`src/hdl/scr_pkg.sv`:
```
// Package of offsets, fields, reset values and limit codes for the supply control registers
`default_nettype none
package scr_pkg;
    localparam logic [15:0] OFF_RNG_DATA    = 16'h6105;
    localparam logic [15:0] OFF_SWITCH      = 16'h6106;
    localparam logic [15:0] OFF_REGULATOR   = 16'h6109;
    localparam logic [15:0] REG_IDX_BASE    = 16'h6100;
    localparam logic [11:0] ADDR_RNG_DATA   = 12'h014;
    localparam logic [11:0] ADDR_SWITCH     = 12'h018;
    localparam logic [11:0] ADDR_REGULATOR  = 12'h024;
    localparam logic [11:0] ADDR_IRQ_STATUS = 12'h040;
    localparam logic [11:0] ADDR_IRQ_MASK   = 12'h044;
    localparam int SW_HIDE      = 6;
    localparam int SW_OVERLOAD  = 5;
    localparam int SW_EN        = 4;
    localparam int SW_NEED_RNG  = 2;
    localparam int SW_READY     = 1;
    localparam int SW_RSVD0     = 0;
    localparam int REG_OC_STAT  = 5;
    localparam int REG_SEL_LO   = 3;
    localparam int REG_OFFSET   = 2;
    localparam int REG_SOFT_HS  = 1;
    localparam int REG_CTRL_HS  = 0;
    localparam int IRQ_OC       = 0;
    localparam int IRQ_RNG      = 1;
    localparam int IRQ_OVERLOAD = 2;
    localparam int IRQ_W        = 3;
    localparam logic       RST_HIDE     = 1'b1;
    localparam logic       RST_OFFSET   = 1'b1;
    localparam logic       RST_SW_EN    = 1'b0;
    localparam logic       RST_NEED_RNG = 1'b0;
    localparam logic       RST_SOFT_HS  = 1'b0;
    localparam logic       RST_CTRL_HS  = 1'b0;
    localparam logic [1:0] RST_SEL      = 2'h0;
    localparam logic [1:0] SEL_300MA    = 2'h0;
    localparam logic [1:0] SEL_210MA    = 2'h1;
    localparam logic [1:0] SEL_180MA    = 2'h2;
    localparam logic [1:0] SEL_150MA    = 2'h3;
endpackage : scr_pkg
`default_nettype wire

```
`src/hdl/scr_sync.sv`:
```
// Two-flop synchroniser bank for asynchronous status inputs
`default_nettype none
module scr_sync #(
    parameter int W = 1
) (
    input  wire logic         clk,
    input  wire logic         rst_b,
    input  wire logic [W-1:0] d,
    input  wire logic [W-1:0] rst_val,
    output var  logic [W-1:0] q
);
    logic [W-1:0] s1_reg;
    genvar i;
    generate
        for (i = 0; i < W; i++) begin : g_bit
            always_ff @(posedge clk or negedge rst_b) begin
                if (!rst_b) begin
                    s1_reg[i] <= 1'b0;
                    q[i]      <= 1'b0;
                end else begin
                    s1_reg[i] <= d[i];
                    q[i]      <= s1_reg[i];
                end
            end
        end
    endgenerate
endmodule : scr_sync
`default_nettype wire

```
`src/hdl/scr_top.sv`:
```
// Supply control register bank with APB slave and interrupt
//
// Decided for this implementation: the APB slave port.
`default_nettype none
module scr_top (
    input  wire logic        clk,
    input  wire logic        rst_b,
    input  wire logic        psel,
    input  wire logic        penable,
    input  wire logic        pwrite,
    input  wire logic [11:0] paddr,
    input  wire logic [31:0] pwdata,
    input  wire logic [3:0]  pstrb,
    output var  logic [31:0] prdata,
    output var  logic        pready,
    output var  logic        pslverr,
    input  wire logic        oc_300ma,
    input  wire logic        oc_210ma,
    input  wire logic        oc_180ma,
    input  wire logic        oc_150ma,
    input  wire logic        switch_limit_active,
    input  wire logic        rf_detected,
    input  wire logic        secure_signal_pad,
    input  wire logic        port3_bit4_pad,
    input  wire logic        contactless_unit_rng_run,
    input  wire logic        rng_new_value,
    input  wire logic [7:0]  rng_value,
    input  wire logic        overcurrent_irq_enable,
    output var  logic [1:0]  oc_limit_sel,
    output var  logic        regulator_offset_en,
    output var  logic        regulator_high_bw,
    output var  logic        secure_supply_en,
    output var  logic        secure_signal_in,
    output var  logic        port3_bit4_input,
    output var  logic        rng_run,
    output var  logic        overcurrent_irq,
    output var  logic        irq
);
    logic [6:0] async_s;
    logic [6:0] zero7;
    logic       oc_150_s;
    logic       oc_180_s;
    logic       oc_210_s;
    logic       oc_300_s;
    logic       limit_s;
    logic       rf_s;
    logic       sig_s;
    logic       p34_s;

    assign zero7 = 7'h00;

    scr_sync #(.W(7)) u_sync (
        .clk     (clk),
        .rst_b   (rst_b),
        .d       ({oc_300ma, oc_210ma, oc_180ma, oc_150ma,
                   switch_limit_active, rf_detected, secure_signal_pad}),
        .rst_val (zero7),
        .q       (async_s)
    );

    assign {oc_300_s, oc_210_s, oc_180_s, oc_150_s, limit_s, rf_s, sig_s} = async_s;

    // Port bit pad synchronised separately to reset high
    logic p34_s1_reg;
    logic p34_s2_reg;
    always_ff @(posedge clk or negedge rst_b) begin
        if (!rst_b) begin
            p34_s1_reg <= 1'b1;
            p34_s2_reg <= 1'b1;
        end else begin
            p34_s1_reg <= port3_bit4_pad;
            p34_s2_reg <= p34_s1_reg;
        end
    end
    assign p34_s = p34_s2_reg;

    // Control registers
    logic       hide_reg;
    logic       sw_en_reg;
    logic       need_rng_reg;
    logic       ready_reg;
    logic [1:0] sel_reg;
    logic       offset_reg;
    logic       soft_hs_reg;
    logic       ctrl_hs_reg;
    logic       oc_stat_reg;
    logic       overload_reg;

    // Bus decode
    wire        access_ph = psel & penable;
    wire        setup_ph  = psel & ~penable;
    wire        wr_en     = access_ph & pwrite & pstrb[0];
    wire        rd_en     = access_ph & ~pwrite;
    wire        hit_rng   = (paddr == scr_pkg::ADDR_RNG_DATA);
    wire        hit_sw    = (paddr == scr_pkg::ADDR_SWITCH);
    wire        hit_reg   = (paddr == scr_pkg::ADDR_REGULATOR);
    wire        hit_ist   = (paddr == scr_pkg::ADDR_IRQ_STATUS);
    wire        hit_imk   = (paddr == scr_pkg::ADDR_IRQ_MASK);
    wire        mapped    = hit_rng | hit_sw | hit_reg | hit_ist | hit_imk;
    wire        wr_sw     = wr_en & hit_sw;
    wire        wr_reg    = wr_en & hit_reg;
    wire        rng_rd    = rd_en & hit_rng;
    wire        ist_clr   = wr_en & hit_ist;
    wire        imk_wr    = wr_en & hit_imk;

    // Detector selected by limit field
    wire        oc_detect = (sel_reg == scr_pkg::SEL_300MA) ? oc_300_s :
                            (sel_reg == scr_pkg::SEL_210MA) ? oc_210_s :
                            (sel_reg == scr_pkg::SEL_180MA) ? oc_180_s :
                                                               oc_150_s;

    // Data valid: new value wins over a read in the same cycle
    wire        ready_next = rng_new_value ? 1'b1 :
                             (rng_rd ? 1'b0 :
                              (wr_sw ? pwdata[scr_pkg::SW_READY] : ready_reg));

    // Sticky events on rising edges of the live flags and on each new generator value
    logic [scr_pkg::IRQ_W-1:0] irq_stat_reg;
    logic [scr_pkg::IRQ_W-1:0] irq_mask_reg;
    logic [scr_pkg::IRQ_W-1:0] irq_evt;
    logic [scr_pkg::IRQ_W-1:0] irq_clr;
    logic [scr_pkg::IRQ_W-1:0] irq_stat_next;
    logic [scr_pkg::IRQ_W-1:0] irq_hit;

    always_comb begin
        irq_evt                        = '0;
        irq_evt[scr_pkg::IRQ_OC]       = ~oc_stat_reg & oc_detect;
        irq_evt[scr_pkg::IRQ_RNG]      = rng_new_value;
        irq_evt[scr_pkg::IRQ_OVERLOAD] = ~overload_reg & limit_s;
    end

    assign irq_clr       = ist_clr ? pwdata[scr_pkg::IRQ_W-1:0] : '0;
    assign irq_stat_next = irq_evt | (irq_stat_reg & ~irq_clr);
    assign irq_hit       = irq_stat_next & irq_mask_reg;

    // Read-back images built from the field positions
    logic [7:0] sw_rd;
    logic [7:0] reg_rd;

    always_comb begin
        sw_rd                       = 8'h00;
        sw_rd[scr_pkg::SW_RSVD0]    = 1'b1;
        sw_rd[scr_pkg::SW_HIDE]     = hide_reg;
        sw_rd[scr_pkg::SW_OVERLOAD] = overload_reg;
        sw_rd[scr_pkg::SW_EN]       = sw_en_reg;
        sw_rd[scr_pkg::SW_NEED_RNG] = need_rng_reg;
        sw_rd[scr_pkg::SW_READY]    = ready_reg;
    end

    always_comb begin
        reg_rd                           = 8'h00;
        reg_rd[scr_pkg::REG_OC_STAT]     = oc_stat_reg;
        reg_rd[scr_pkg::REG_SEL_LO +: 2] = sel_reg;
        reg_rd[scr_pkg::REG_OFFSET]      = offset_reg;
        reg_rd[scr_pkg::REG_SOFT_HS]     = soft_hs_reg;
        reg_rd[scr_pkg::REG_CTRL_HS]     = ctrl_hs_reg;
    end

    wire [31:0] rd_mux = hit_rng ? {24'h000000, rng_value} :
                         hit_sw  ? {24'h000000, sw_rd} :
                         hit_reg ? {24'h000000, reg_rd} :
                         hit_ist ? {29'h00000000, irq_stat_reg} :
                         hit_imk ? {29'h00000000, irq_mask_reg} : 32'h00000000;

    // Output next values
    wire        high_bw_next = ctrl_hs_reg ? soft_hs_reg : ~rf_s;
    wire        sig_in_next  = hide_reg ? 1'b0 : sig_s;
    wire        p34_in_next  = hide_reg ? 1'b1 : p34_s;
    wire        rng_run_next = need_rng_reg | contactless_unit_rng_run;
    wire        oc_irq_next  = oc_stat_reg & overcurrent_irq_enable;

    // Switch register writes
    always_ff @(posedge clk or negedge rst_b) begin
        if (!rst_b) begin
            hide_reg     <= scr_pkg::RST_HIDE;
            sw_en_reg    <= scr_pkg::RST_SW_EN;
            need_rng_reg <= scr_pkg::RST_NEED_RNG;
        end else if (wr_sw) begin
            hide_reg     <= pwdata[scr_pkg::SW_HIDE];
            sw_en_reg    <= pwdata[scr_pkg::SW_EN];
            need_rng_reg <= pwdata[scr_pkg::SW_NEED_RNG];
        end
    end

    // Regulator register writes
    always_ff @(posedge clk or negedge rst_b) begin
        if (!rst_b) begin
            sel_reg     <= scr_pkg::RST_SEL;
            offset_reg  <= scr_pkg::RST_OFFSET;
            soft_hs_reg <= scr_pkg::RST_SOFT_HS;
            ctrl_hs_reg <= scr_pkg::RST_CTRL_HS;
        end else if (wr_reg) begin
            sel_reg     <= pwdata[scr_pkg::REG_SEL_LO +: 2];
            offset_reg  <= pwdata[scr_pkg::REG_OFFSET];
            soft_hs_reg <= pwdata[scr_pkg::REG_SOFT_HS];
            ctrl_hs_reg <= pwdata[scr_pkg::REG_CTRL_HS];
        end
    end

    // Live flags follow their detectors
    always_ff @(posedge clk or negedge rst_b) begin
        if (!rst_b) begin
            oc_stat_reg  <= 1'b0;
            overload_reg <= 1'b0;
        end else begin
            oc_stat_reg  <= oc_detect;
            overload_reg <= limit_s;
        end
    end

    // Data valid flag
    always_ff @(posedge clk or negedge rst_b) begin
        if (!rst_b) begin
            ready_reg <= 1'b0;
        end else begin
            ready_reg <= ready_next;
        end
    end

    // Sticky status, set wins over clear
    always_ff @(posedge clk or negedge rst_b) begin
        if (!rst_b) begin
            irq_stat_reg <= '0;
        end else begin
            irq_stat_reg <= irq_stat_next;
        end
    end

    // Interrupt mask
    always_ff @(posedge clk or negedge rst_b) begin
        if (!rst_b) begin
            irq_mask_reg <= '0;
        end else if (imk_wr) begin
            irq_mask_reg <= pwdata[scr_pkg::IRQ_W-1:0];
        end
    end

    // Regulator outputs
    always_ff @(posedge clk or negedge rst_b) begin
        if (!rst_b) begin
            oc_limit_sel        <= scr_pkg::RST_SEL;
            regulator_offset_en <= scr_pkg::RST_OFFSET;
            regulator_high_bw   <= 1'b0;
        end else begin
            oc_limit_sel        <= sel_reg;
            regulator_offset_en <= offset_reg;
            regulator_high_bw   <= high_bw_next;
        end
    end

    // Switch and generator outputs
    always_ff @(posedge clk or negedge rst_b) begin
        if (!rst_b) begin
            secure_supply_en <= scr_pkg::RST_SW_EN;
            secure_signal_in <= 1'b0;
            port3_bit4_input <= 1'b1;
            rng_run          <= 1'b0;
        end else begin
            secure_supply_en <= sw_en_reg;
            secure_signal_in <= sig_in_next;
            port3_bit4_input <= p34_in_next;
            rng_run          <= rng_run_next;
        end
    end

    // Interrupt outputs
    always_ff @(posedge clk or negedge rst_b) begin
        if (!rst_b) begin
            overcurrent_irq <= 1'b0;
            irq             <= 1'b0;
        end else begin
            overcurrent_irq <= oc_irq_next;
            irq             <= |irq_hit;
        end
    end

    // APB answer: one access cycle, registered data
    always_ff @(posedge clk or negedge rst_b) begin
        if (!rst_b) begin
            pready  <= 1'b0;
            pslverr <= 1'b0;
        end else begin
            pready  <= setup_ph;
            pslverr <= setup_ph & ~mapped;
        end
    end

    always_ff @(posedge clk or negedge rst_b) begin
        if (!rst_b) begin
            prdata <= 32'h00000000;
        end else begin
            prdata <= (setup_ph & ~pwrite) ? rd_mux : 32'h00000000;
        end
    end
endmodule : scr_top
`default_nettype wire

```
`config.mk`:
```
export PLATFORM = sky130hd
export DESIGN_NAME = scr_top
export DESIGN_NICKNAME = d
export VERILOG_FILES = /design/src/hdl/scr_pkg.sv /design/src/hdl/scr_sync.sv /design/src/hdl/scr_top.sv
export SDC_FILE = /design/constraint.sdc
export NUM_CORES = 1
export LEC_CHECK = 0
export BUFFER_PORTS_ARGS = -buffer_cell sky130_fd_sc_hd__buf_2
export CELL_PAD_IN_SITES_DETAIL_PLACEMENT = 0
export CELL_PAD_IN_SITES_GLOBAL_PLACEMENT = 1
export CORE_ASPECT_RATIO = 0.6
export CORE_MARGIN = 3
export CORE_UTILIZATION = 35
export CTS_BUF_LIST = sky130_fd_sc_hd__clkbuf_8
export CTS_CLUSTER_SIZE = 10
export DETAILED_ROUTE_END_ITERATION = 7
export PLACE_DENSITY = 0.79
export SYNTH_ARGS = -nofsm -noshare
export SYNTH_HDL_FRONTEND = slang
export SYNTH_SLANG_ARGS = --single-unit
```
`constraint.sdc`:
```
create_clock -name clk -period 2.4 [get_ports clk]
set_clock_uncertainty 0.15 [all_clocks]
set_input_delay 0.6 -clock clk [delete_from_list [all_inputs] [get_ports clk]]
set_output_delay 0.6 -clock clk [all_outputs]
set_load 0.01 [all_outputs]
```
==> metrics.txt, run 1 <==
vias=about 1400; Final Setup Violations=0; commonest non-fill, non-tap cell in the layout=buf_2; count of cell types in the netlist=between 40 and 50; initial DRC count=57; post-synthesis register bit count=53; share of cells above drive strength 1=about two fifths; NumNets Final=just over 300; Min-Delay Path Class=input pin to asynchronous set/reset pin; post-synthesis mux area share=a little under a tenth; pin count of the biggest net entering global routing=32; WP data required=approximately 2.4 ns; hold_ws=approximately 0.12 ns; die width=108.5 um; FF-to-FF End=irq$_DFF_PN0_; drt wl/cell=between 10 and 15 um; FP Rows=21; grt total ovfl=0; DRC violation count after routing=0; Final period util=between 80% and 90%; Starting Density=roughly 38%; Fmax=509.8 MHz; FF-to-FF path depth=3; Final Max Slew Viols=0; sequential area share after synthesis=roughly 60%; reg2reg setup slack=~0.52 ns; maximum capacitance violations=0; PostCTS Resize Cnt=0; antenna violations before repair=0; Hold Vio Cnt, Final=0; synthesized area=approximately 2200 um2; P per Cell Area=~620 nW/um2; Placed Area=approximately 2500 um2; Avg Vias per Cell=4.530; CP startpoint kind=input pin; Pleak=1.333 nW; xor and xnor area share after synthesis=0.3971%; Final HPWL DP=approximately 3.6 mm; setup bufs post-CTS=0; Util after Layout=a little under half; Root Buffer Master=clkbuf_8; worst skew pair latency=0.29 ns; htree depth=2; CP Capture Type=flip-flop; Slew @ Worst Pin=0.5115 ns; area fraction in compound gates after synthesis=under 10%; Post-CTS Hold Buffers=0; Core Box Area=5833 um2; CTS tree=built; run status=completed; Area Overhead vs Synth=20.53%; max FFs per register=8; WS Path Type=input pin to flip-flop; Gate Count Post-Synth=about 170; total routing usage reported by global routing=about an eighth; most frequent cells in the layout=62 x buf_2, 47 x dfrtp_1, 24 x conb_1; final wirelength=~4.5 mm; 1st-pass router iterations=4; ANT nets after route=0; reg2reg start=sel_reg[0]$_DFFE_PN0P_; setup_tns=0 ns; first-pass GRT wire length=6.775 mm; Longest Clk Path Bufs=2; die area=roughly 7300 um2; Die Y=just under 70 um; Critical Path Fanout Max=4; n_diodes=0; slew margin rel.=approximately two thirds; fraction of the mapped netlist area in simple logic gates=about 14%; CTS Buf Count=5; Final GP Congestion=between 0.8 and 0.9; CTS sink count=between 50 and 60; final instance area=around 2700 um2; number of global-route vias before repair=roughly 1300; Max IR drop VDD=between 0.3 and 0.4 mV; unrepaired setup endpoints after global routing=false; Avg Synthesized Cell Area=approximately 13 um2; largest family of logic cells by synthesized area=simple AND/OR/NAND/NOR gates; Worst Path Arrival=~2.0 ns; IO Port Bufs=62; total I/O pin count=116; Reg clk slew, reported paths=about 0.090 ns; YS warnings=0; adder-cell share of the synthesized area=0%; crit path time final=around 2.0 ns
## worst max path at each step
| stage | cells after the start | endpoint | from |
|---|---|---|---|
| global route | 5 | need_rng_reg$_DFFE_PN0P_ | paddr[7] |
| CTS | 6 | irq$_DFF_PN0_ | paddr[7] |
| global placement | 6 | irq$_DFF_PN0_ | paddr[7] |
| detailed placement | 5 | need_rng_reg$_DFFE_PN0P_ | paddr[7] |
| finish | 5 | need_rng_reg$_DFFE_PN0P_ | paddr[7] |
| floorplan | 6 | ctrl_hs_reg$_DFFE_PN0P_ | paddr[2] |
## critical path: stages
cell and delay (ns):
buf_2 0.12, nor4_2 0.38, nand4_1 0.18, and2b_1 0.36, mux2_1 0.36
## area by class of cell
type	count	area (um2)
Clock inverter	2	33.78
Inverter	6	22.52
Clock buffer	6	82.58
Timing Repair Buffer	65	345.3
Fill cell	566	3174
Tap cell	80	100.1
Sequential cell	53	1334
Multi-Input combinational cell	103	740.7
## logic make-up (layout without fill, tap and decap cells)
| logic type | Yosys count | after routing |
|---|---|---|
| and+or+nand+nor | 43 | 43 |
| AOI/OAI and AO/OA | 18 | 18 |
| DFF | 53 | 53 |
| buffers and inverters | 32 | 79 |
| muxes | 17 | 17 |
| other | 1 | 24 |
| xor gates and xnor gates | 1 | 1 |
## metrics by stage
| step | worst slack (ns) | total power [W] | cells |
|---|---|---|---|
| after global placement | 0.1395 | 0.001062 | 307 |
| after CTS | 0.4330 | 0.001670 | 315 |
| after global routing | 0.3615 | 0.001729 | 315 |
| after floorplan | 0.4116 | 0.001013 | 188 |
| final | 0.4386 | 0.001646 | 315 |
| after detailed placement | 0.1168 | 0.001064 | 307 |
## metal layers
metal,vias to the layer above,global-route usage [%],part of all wire [%]
li1,670,-,-
met1,690,18.86,49
met2,63,16.85,41
met3,4,4.298,9.1
met4,0,2.205,0.46
met5,-,0,0
## synthesized netlist by cell type
library cell	instances	area, um2
a221o_1	1	10.01
xor2_1	1	8.760
nor4_4	1	21.27
dfstp_2	6	157.7
and4_1	1	8.760
and4_4	1	11.26
buf_4	26	195.2
and2_1	2	12.51
mux2_2	5	56.30
a22o_1	2	17.52
inv_2	1	3.750
a22oi_1	4	30.03
or2_2	2	12.51
nor4_2	1	12.51
dfrtp_1	47	1176
nor3_1	1	5.000
nand4_1	2	12.51
o221ai_1	3	26.28
conb_1	1	3.750
nor4b_4	1	23.77
and3_1	4	25.02
inv_1	5	18.77
a222oi_1	2	20.02
a31oi_1	2	12.51
o21ai_0	1	5.000
nand2_2	1	6.260
nor4b_2	2	30.03
mux2_1	9	101.4
o21ai_1	1	5.000
nand2b_1	2	12.51
mux4_2	1	22.52
nor2_1	6	22.52
a21oi_1	2	10.01
nand2_1	8	30.03
and2b_1	1	7.510
nand3_1	1	5.000
nor2b_1	2	12.51
mux2i_1	2	20.02
and4b_1	1	10.01
nor4b_1	2	17.52
nor4_1	1	6.260
## where the power goes
| part | total, W | switching [W] | internal, W |
|---|---|---|---|
| Clock | 0.000600 | 0.000264 | 0.000336 |
| Sequential | 0.000922 | 0.00000608 | 0.000916 |
| Combinational | 0.000124 | 0.0000766 | 0.0000475 |
| Total | 0.00165 | 0.000347 | 0.00130 |
(Power assumes the default switching activity.)
==> run 2, diff against run 1 <==
Settings changed: ABC_AREA set to 1, CORE_UTILIZATION 35 to 30, PLACE_DENSITY 0.79 to 0.75.
Clock period 2.4 ns to 1.6 ns, I/O delays scaled along.
==> metrics.txt, run 2 <==
run status=completed (unchanged); Main synth FF type=dfrtp_1 (unchanged); Critical Path Fanout Max=1 (was 4); DRC violation count after routing=0 (unchanged); Longest Clk Path Bufs=2 (unchanged); Flop pwr share=55.4% (was 56.0%); 1st-pass router iterations=4 (unchanged); max FFs per register=8 (unchanged); adder-cell share of the synthesized area=0% (unchanged); unrepaired setup endpoints after global routing=false (unchanged); Final period util=between 90% and 100%; pre-CTS setup slack=-0.1440 ns (was 0.1168 ns); Final GP Congestion=0.8274 (was 0.8629); die area=8751 um2 (was 7323 um2); Avg Synthesized Cell Area=9.196 um2 (was 13.37 um2); CP bufs+invs=1 (unchanged); commonest cells in the netlist=67 x nand2_1, 47 x dfrtp_1, 30 x inv_1, 24 x buf_4, 14 x nand3_1 (was 47 x dfrtp_1, 26 x buf_4, 9 x mux2_1, 8 x nand2_1); Avg Vias per Cell=3.893 (was 4.530); WL met3=352 um (was 409 um); Final Max Slew Viols=0 (unchanged); share of cells above drive strength 1=31.82% (was 40.00%); vias=1674 (was 1427); antenna violations before repair=0 (unchanged); die width=118.8 um (was 108.5 um); CP Capture Type=output pin (was flip-flop); crit path time final=1.496 ns; Hold Vio Cnt, Final=0 (unchanged); grt total ovfl=0 (unchanged); most frequent cell after synthesis=nand2_1 (was dfrtp_1); Worst Path Arrival=0.95 ns (was 1.99 ns); final wirelength=4.894 mm (was 4.517 mm); drt wl/cell=11.38 um (was 14.34 um); Metal-1 WL=2.620 mm (was 2.224 mm); Area contributors post-synth=dfrtp_1 51%, nand2_1 11%, buf_4 7.9% (was dfrtp_1 53%, buf_4 8.8%, dfstp_2 7.1%); Area Overhead vs Synth=24.70% (was 20.53%); EDFF count, synth=0 (unchanged); initial DRC count=73 (was 57); Util after Layout=40.66% (was 45.58%); post-synthesis register bit count=53 (unchanged); YS warnings=0 (unchanged); total power draw=0.002493 W (was 0.001646 W); clock share of power=37.1% (was 36.4%); Post-CTS Hold Buffers=1 (was 0); setup slack after layout=0.1042 ns (was 0.4386 ns); pin count of the biggest net entering global routing=54 (was 32); fillers=742 (was 566); first-pass GRT wire length=7.790 mm (was 6.775 mm); Fmax=approximately 670 MHz; number of global-route vias before repair=1578 (was 1291); placed insts=421 (was 307); NumNets Final=401 (was 306); CP Cell Sequence=buf_2 (was buf_2 -> nor4_2 -> nand4_1 -> and2b_1 -> mux2_1); Synth async-reset ratio=100.0% (unchanged); Critical-path top delay cell=dfstp_2 (was nor4_2); CTS Buf Count=5 (unchanged); count of cell types in the netlist=23 (was 41); synthesized area=2290 um2 (was 2206 um2); setup bufs post-CTS=0 (unchanged); Final Setup Violations=0 (unchanged); P per Cell Area=873.0 nW/um2 (was 618.9 nW/um2); CTS sink count=53 (unchanged); non-filler cells, final=430 (was 315); xor and xnor area share after synthesis=0% (was 0.3971%); internal power=0.001945 W (was 0.001299 W); fraction of the mapped netlist area in simple logic gates=23.17% (was 13.84%); Root Buffer Master=clkbuf_8 (unchanged); largest family of logic cells by synthesized area=simple AND/OR/NAND/NOR gates (unchanged); CTS tree=built (unchanged); Pleak=1.541 nW (was 1.333 nW); commonest non-fill, non-tap cell in the layout=nand2_1 (was buf_2); htree depth=2 (unchanged); Gate Count Post-Synth=249 (was 165); total I/O pin count=116 (unchanged); Die Y=73.67 um (was 67.50 um); Core Box Area=7022 um2 (was 5833 um2); maximum capacitance violations=0 (unchanged); WS Path Type=flip-flop to output pin (was input pin to flip-flop); Starting Density=32.61% (was 37.82%); FP Rows=23 (was 21); Yosys top cell area share=51.37% (was 53.32%); worst skew pair latency=0.31 ns (was 0.29 ns); Worst path top cell family by delay=flip-flops (was simple AND/OR/NAND/NOR gates); CP startpoint kind=flip-flop (was input pin); most frequent cells in the layout=67 x nand2_1, 62 x buf_2, 47 x dfrtp_1 (was 62 x buf_2, 47 x dfrtp_1, 24 x conb_1); combinational power share=7.5% (about the same); PostCTS Resize Cnt=0 (unchanged); met2 WL=1.887 mm (was 1.862 mm); Max IR drop VDD=0.3767 mV (was 0.3487 mV); sw frac=21.98% (was 21.07%); highest routed metal layer=met4 (unchanged); total routing usage reported by global routing=11.53% (was 12.37%); Final HPWL DP=3.817 mm (was 3.565 mm); Synth area leader=dfrtp_1 (unchanged); post-synthesis mux area share=0% (was 9.075%); Reg clk slew, reported paths=0.09 ns (about the same); WP data required=1.05 ns (was 2.43 ns); P_sw=0.0005478 W (was 0.0003467 W); IO Port Bufs=62 (unchanged); CP max stage delay=0.52 ns (was 0.38 ns); ANT nets after route=0 (unchanged); setup_tns=0 ns (unchanged); area fraction in compound gates after synthesis=4.590% (was 6.183%); n_diodes=0 (unchanged); sequential area share after synthesis=58.25% (was 60.47%); Min-Delay Path Class=input pin to flip-flop (was input pin to asynchronous set/reset pin)
[run 2: routing by layer]
layer | GRT usage [%] | up-vias
met5 | 0 | -
met4 | 2.696 | 0
met3 | 4.769 | 5
met2 | 15.03 | 55
met1 | 17.42 | 732
li1 | - | 882
[run 2: power by group through the flow]
| stage | sequential, W | combinational (W) | clock (W) |
|---|---|---|---|
| after floorplan | 0.00141 | 0.000111 | 0 |
| after global placement | 0.00141 | 0.000184 | 0 |
| after detailed placement | 0.00141 | 0.000186 | 0 |
| after CTS | 0.00138 | 0.000188 | 0.000962 |
| after global routing | 0.00139 | 0.000211 | 0.00101 |
| final | 0.00138 | 0.000186 | 0.000925 |
[run 2: path summary, 6_finish.rpt]
check | start | cells past startpoint | slack [ns] | to
max reg2reg | sel_reg[1]$_DFFE_PN0P_ | 7 | 0.27 | irq$_DFF_PN0_
max in group asynchronous | rst_b | 3 | 0.55 | regulator_offset_en$_DFF_PN1_
min in group asynchronous | rst_b | 3 | 0.46 | secure_signal_in$_DFF_PN0_
min reg2reg | u_sync.s1_reg[3]$_DFF_PN0_ | 0 | 0.20 | u_sync.q[3]$_DFF_PN0_
max | port3_bit4_input$_DFF_PN1_ | 1 | 0.10 | port3_bit4_input
min | port3_bit4_pad | 1 | 0.03 | p34_s1_reg$_DFF_PN1_
[run 2: metrics by stage]
| stage | instance area (um2) | hold slack, ns |
|---|---|---|
| 3_3_place_gp | 2729 | 0.1838 |
| 3_5_place_dp | 2729 | 0.1847 |
| 5_1_grt | 2855 | 0.01023 |
| 4_1_cts | 2855 | 0.01707 |
| 2_1_floorplan | 2376 | -0.04559 |
| 6_report | 2855 | 0.03396 |
[run 2: layout make-up]
| class | count | area (um2) | area share [%] |
|---|---|---|---|
| inverters | 35 | 131.4 | 4.601 |
| flip-flops and latches | 53 | 1334 | 46.71 |
| clock inverters | 2 | 33.78 | 1.183 |
| repair buffers | 75 | 422.9 | 14.81 |
| multi-input cells | 159 | 725.7 | 25.42 |
| clock buffers | 6 | 82.58 | 2.892 |
| well taps | 100 | 125.1 | 4.382 |
[run 2: cells by family after synthesis]
kind of cell           after synthesis
AO/OA/AOI/OAI                       20
AND/OR/NAND/NOR                    115
other                                1
buffers and inverters               60
flip-flops                          53
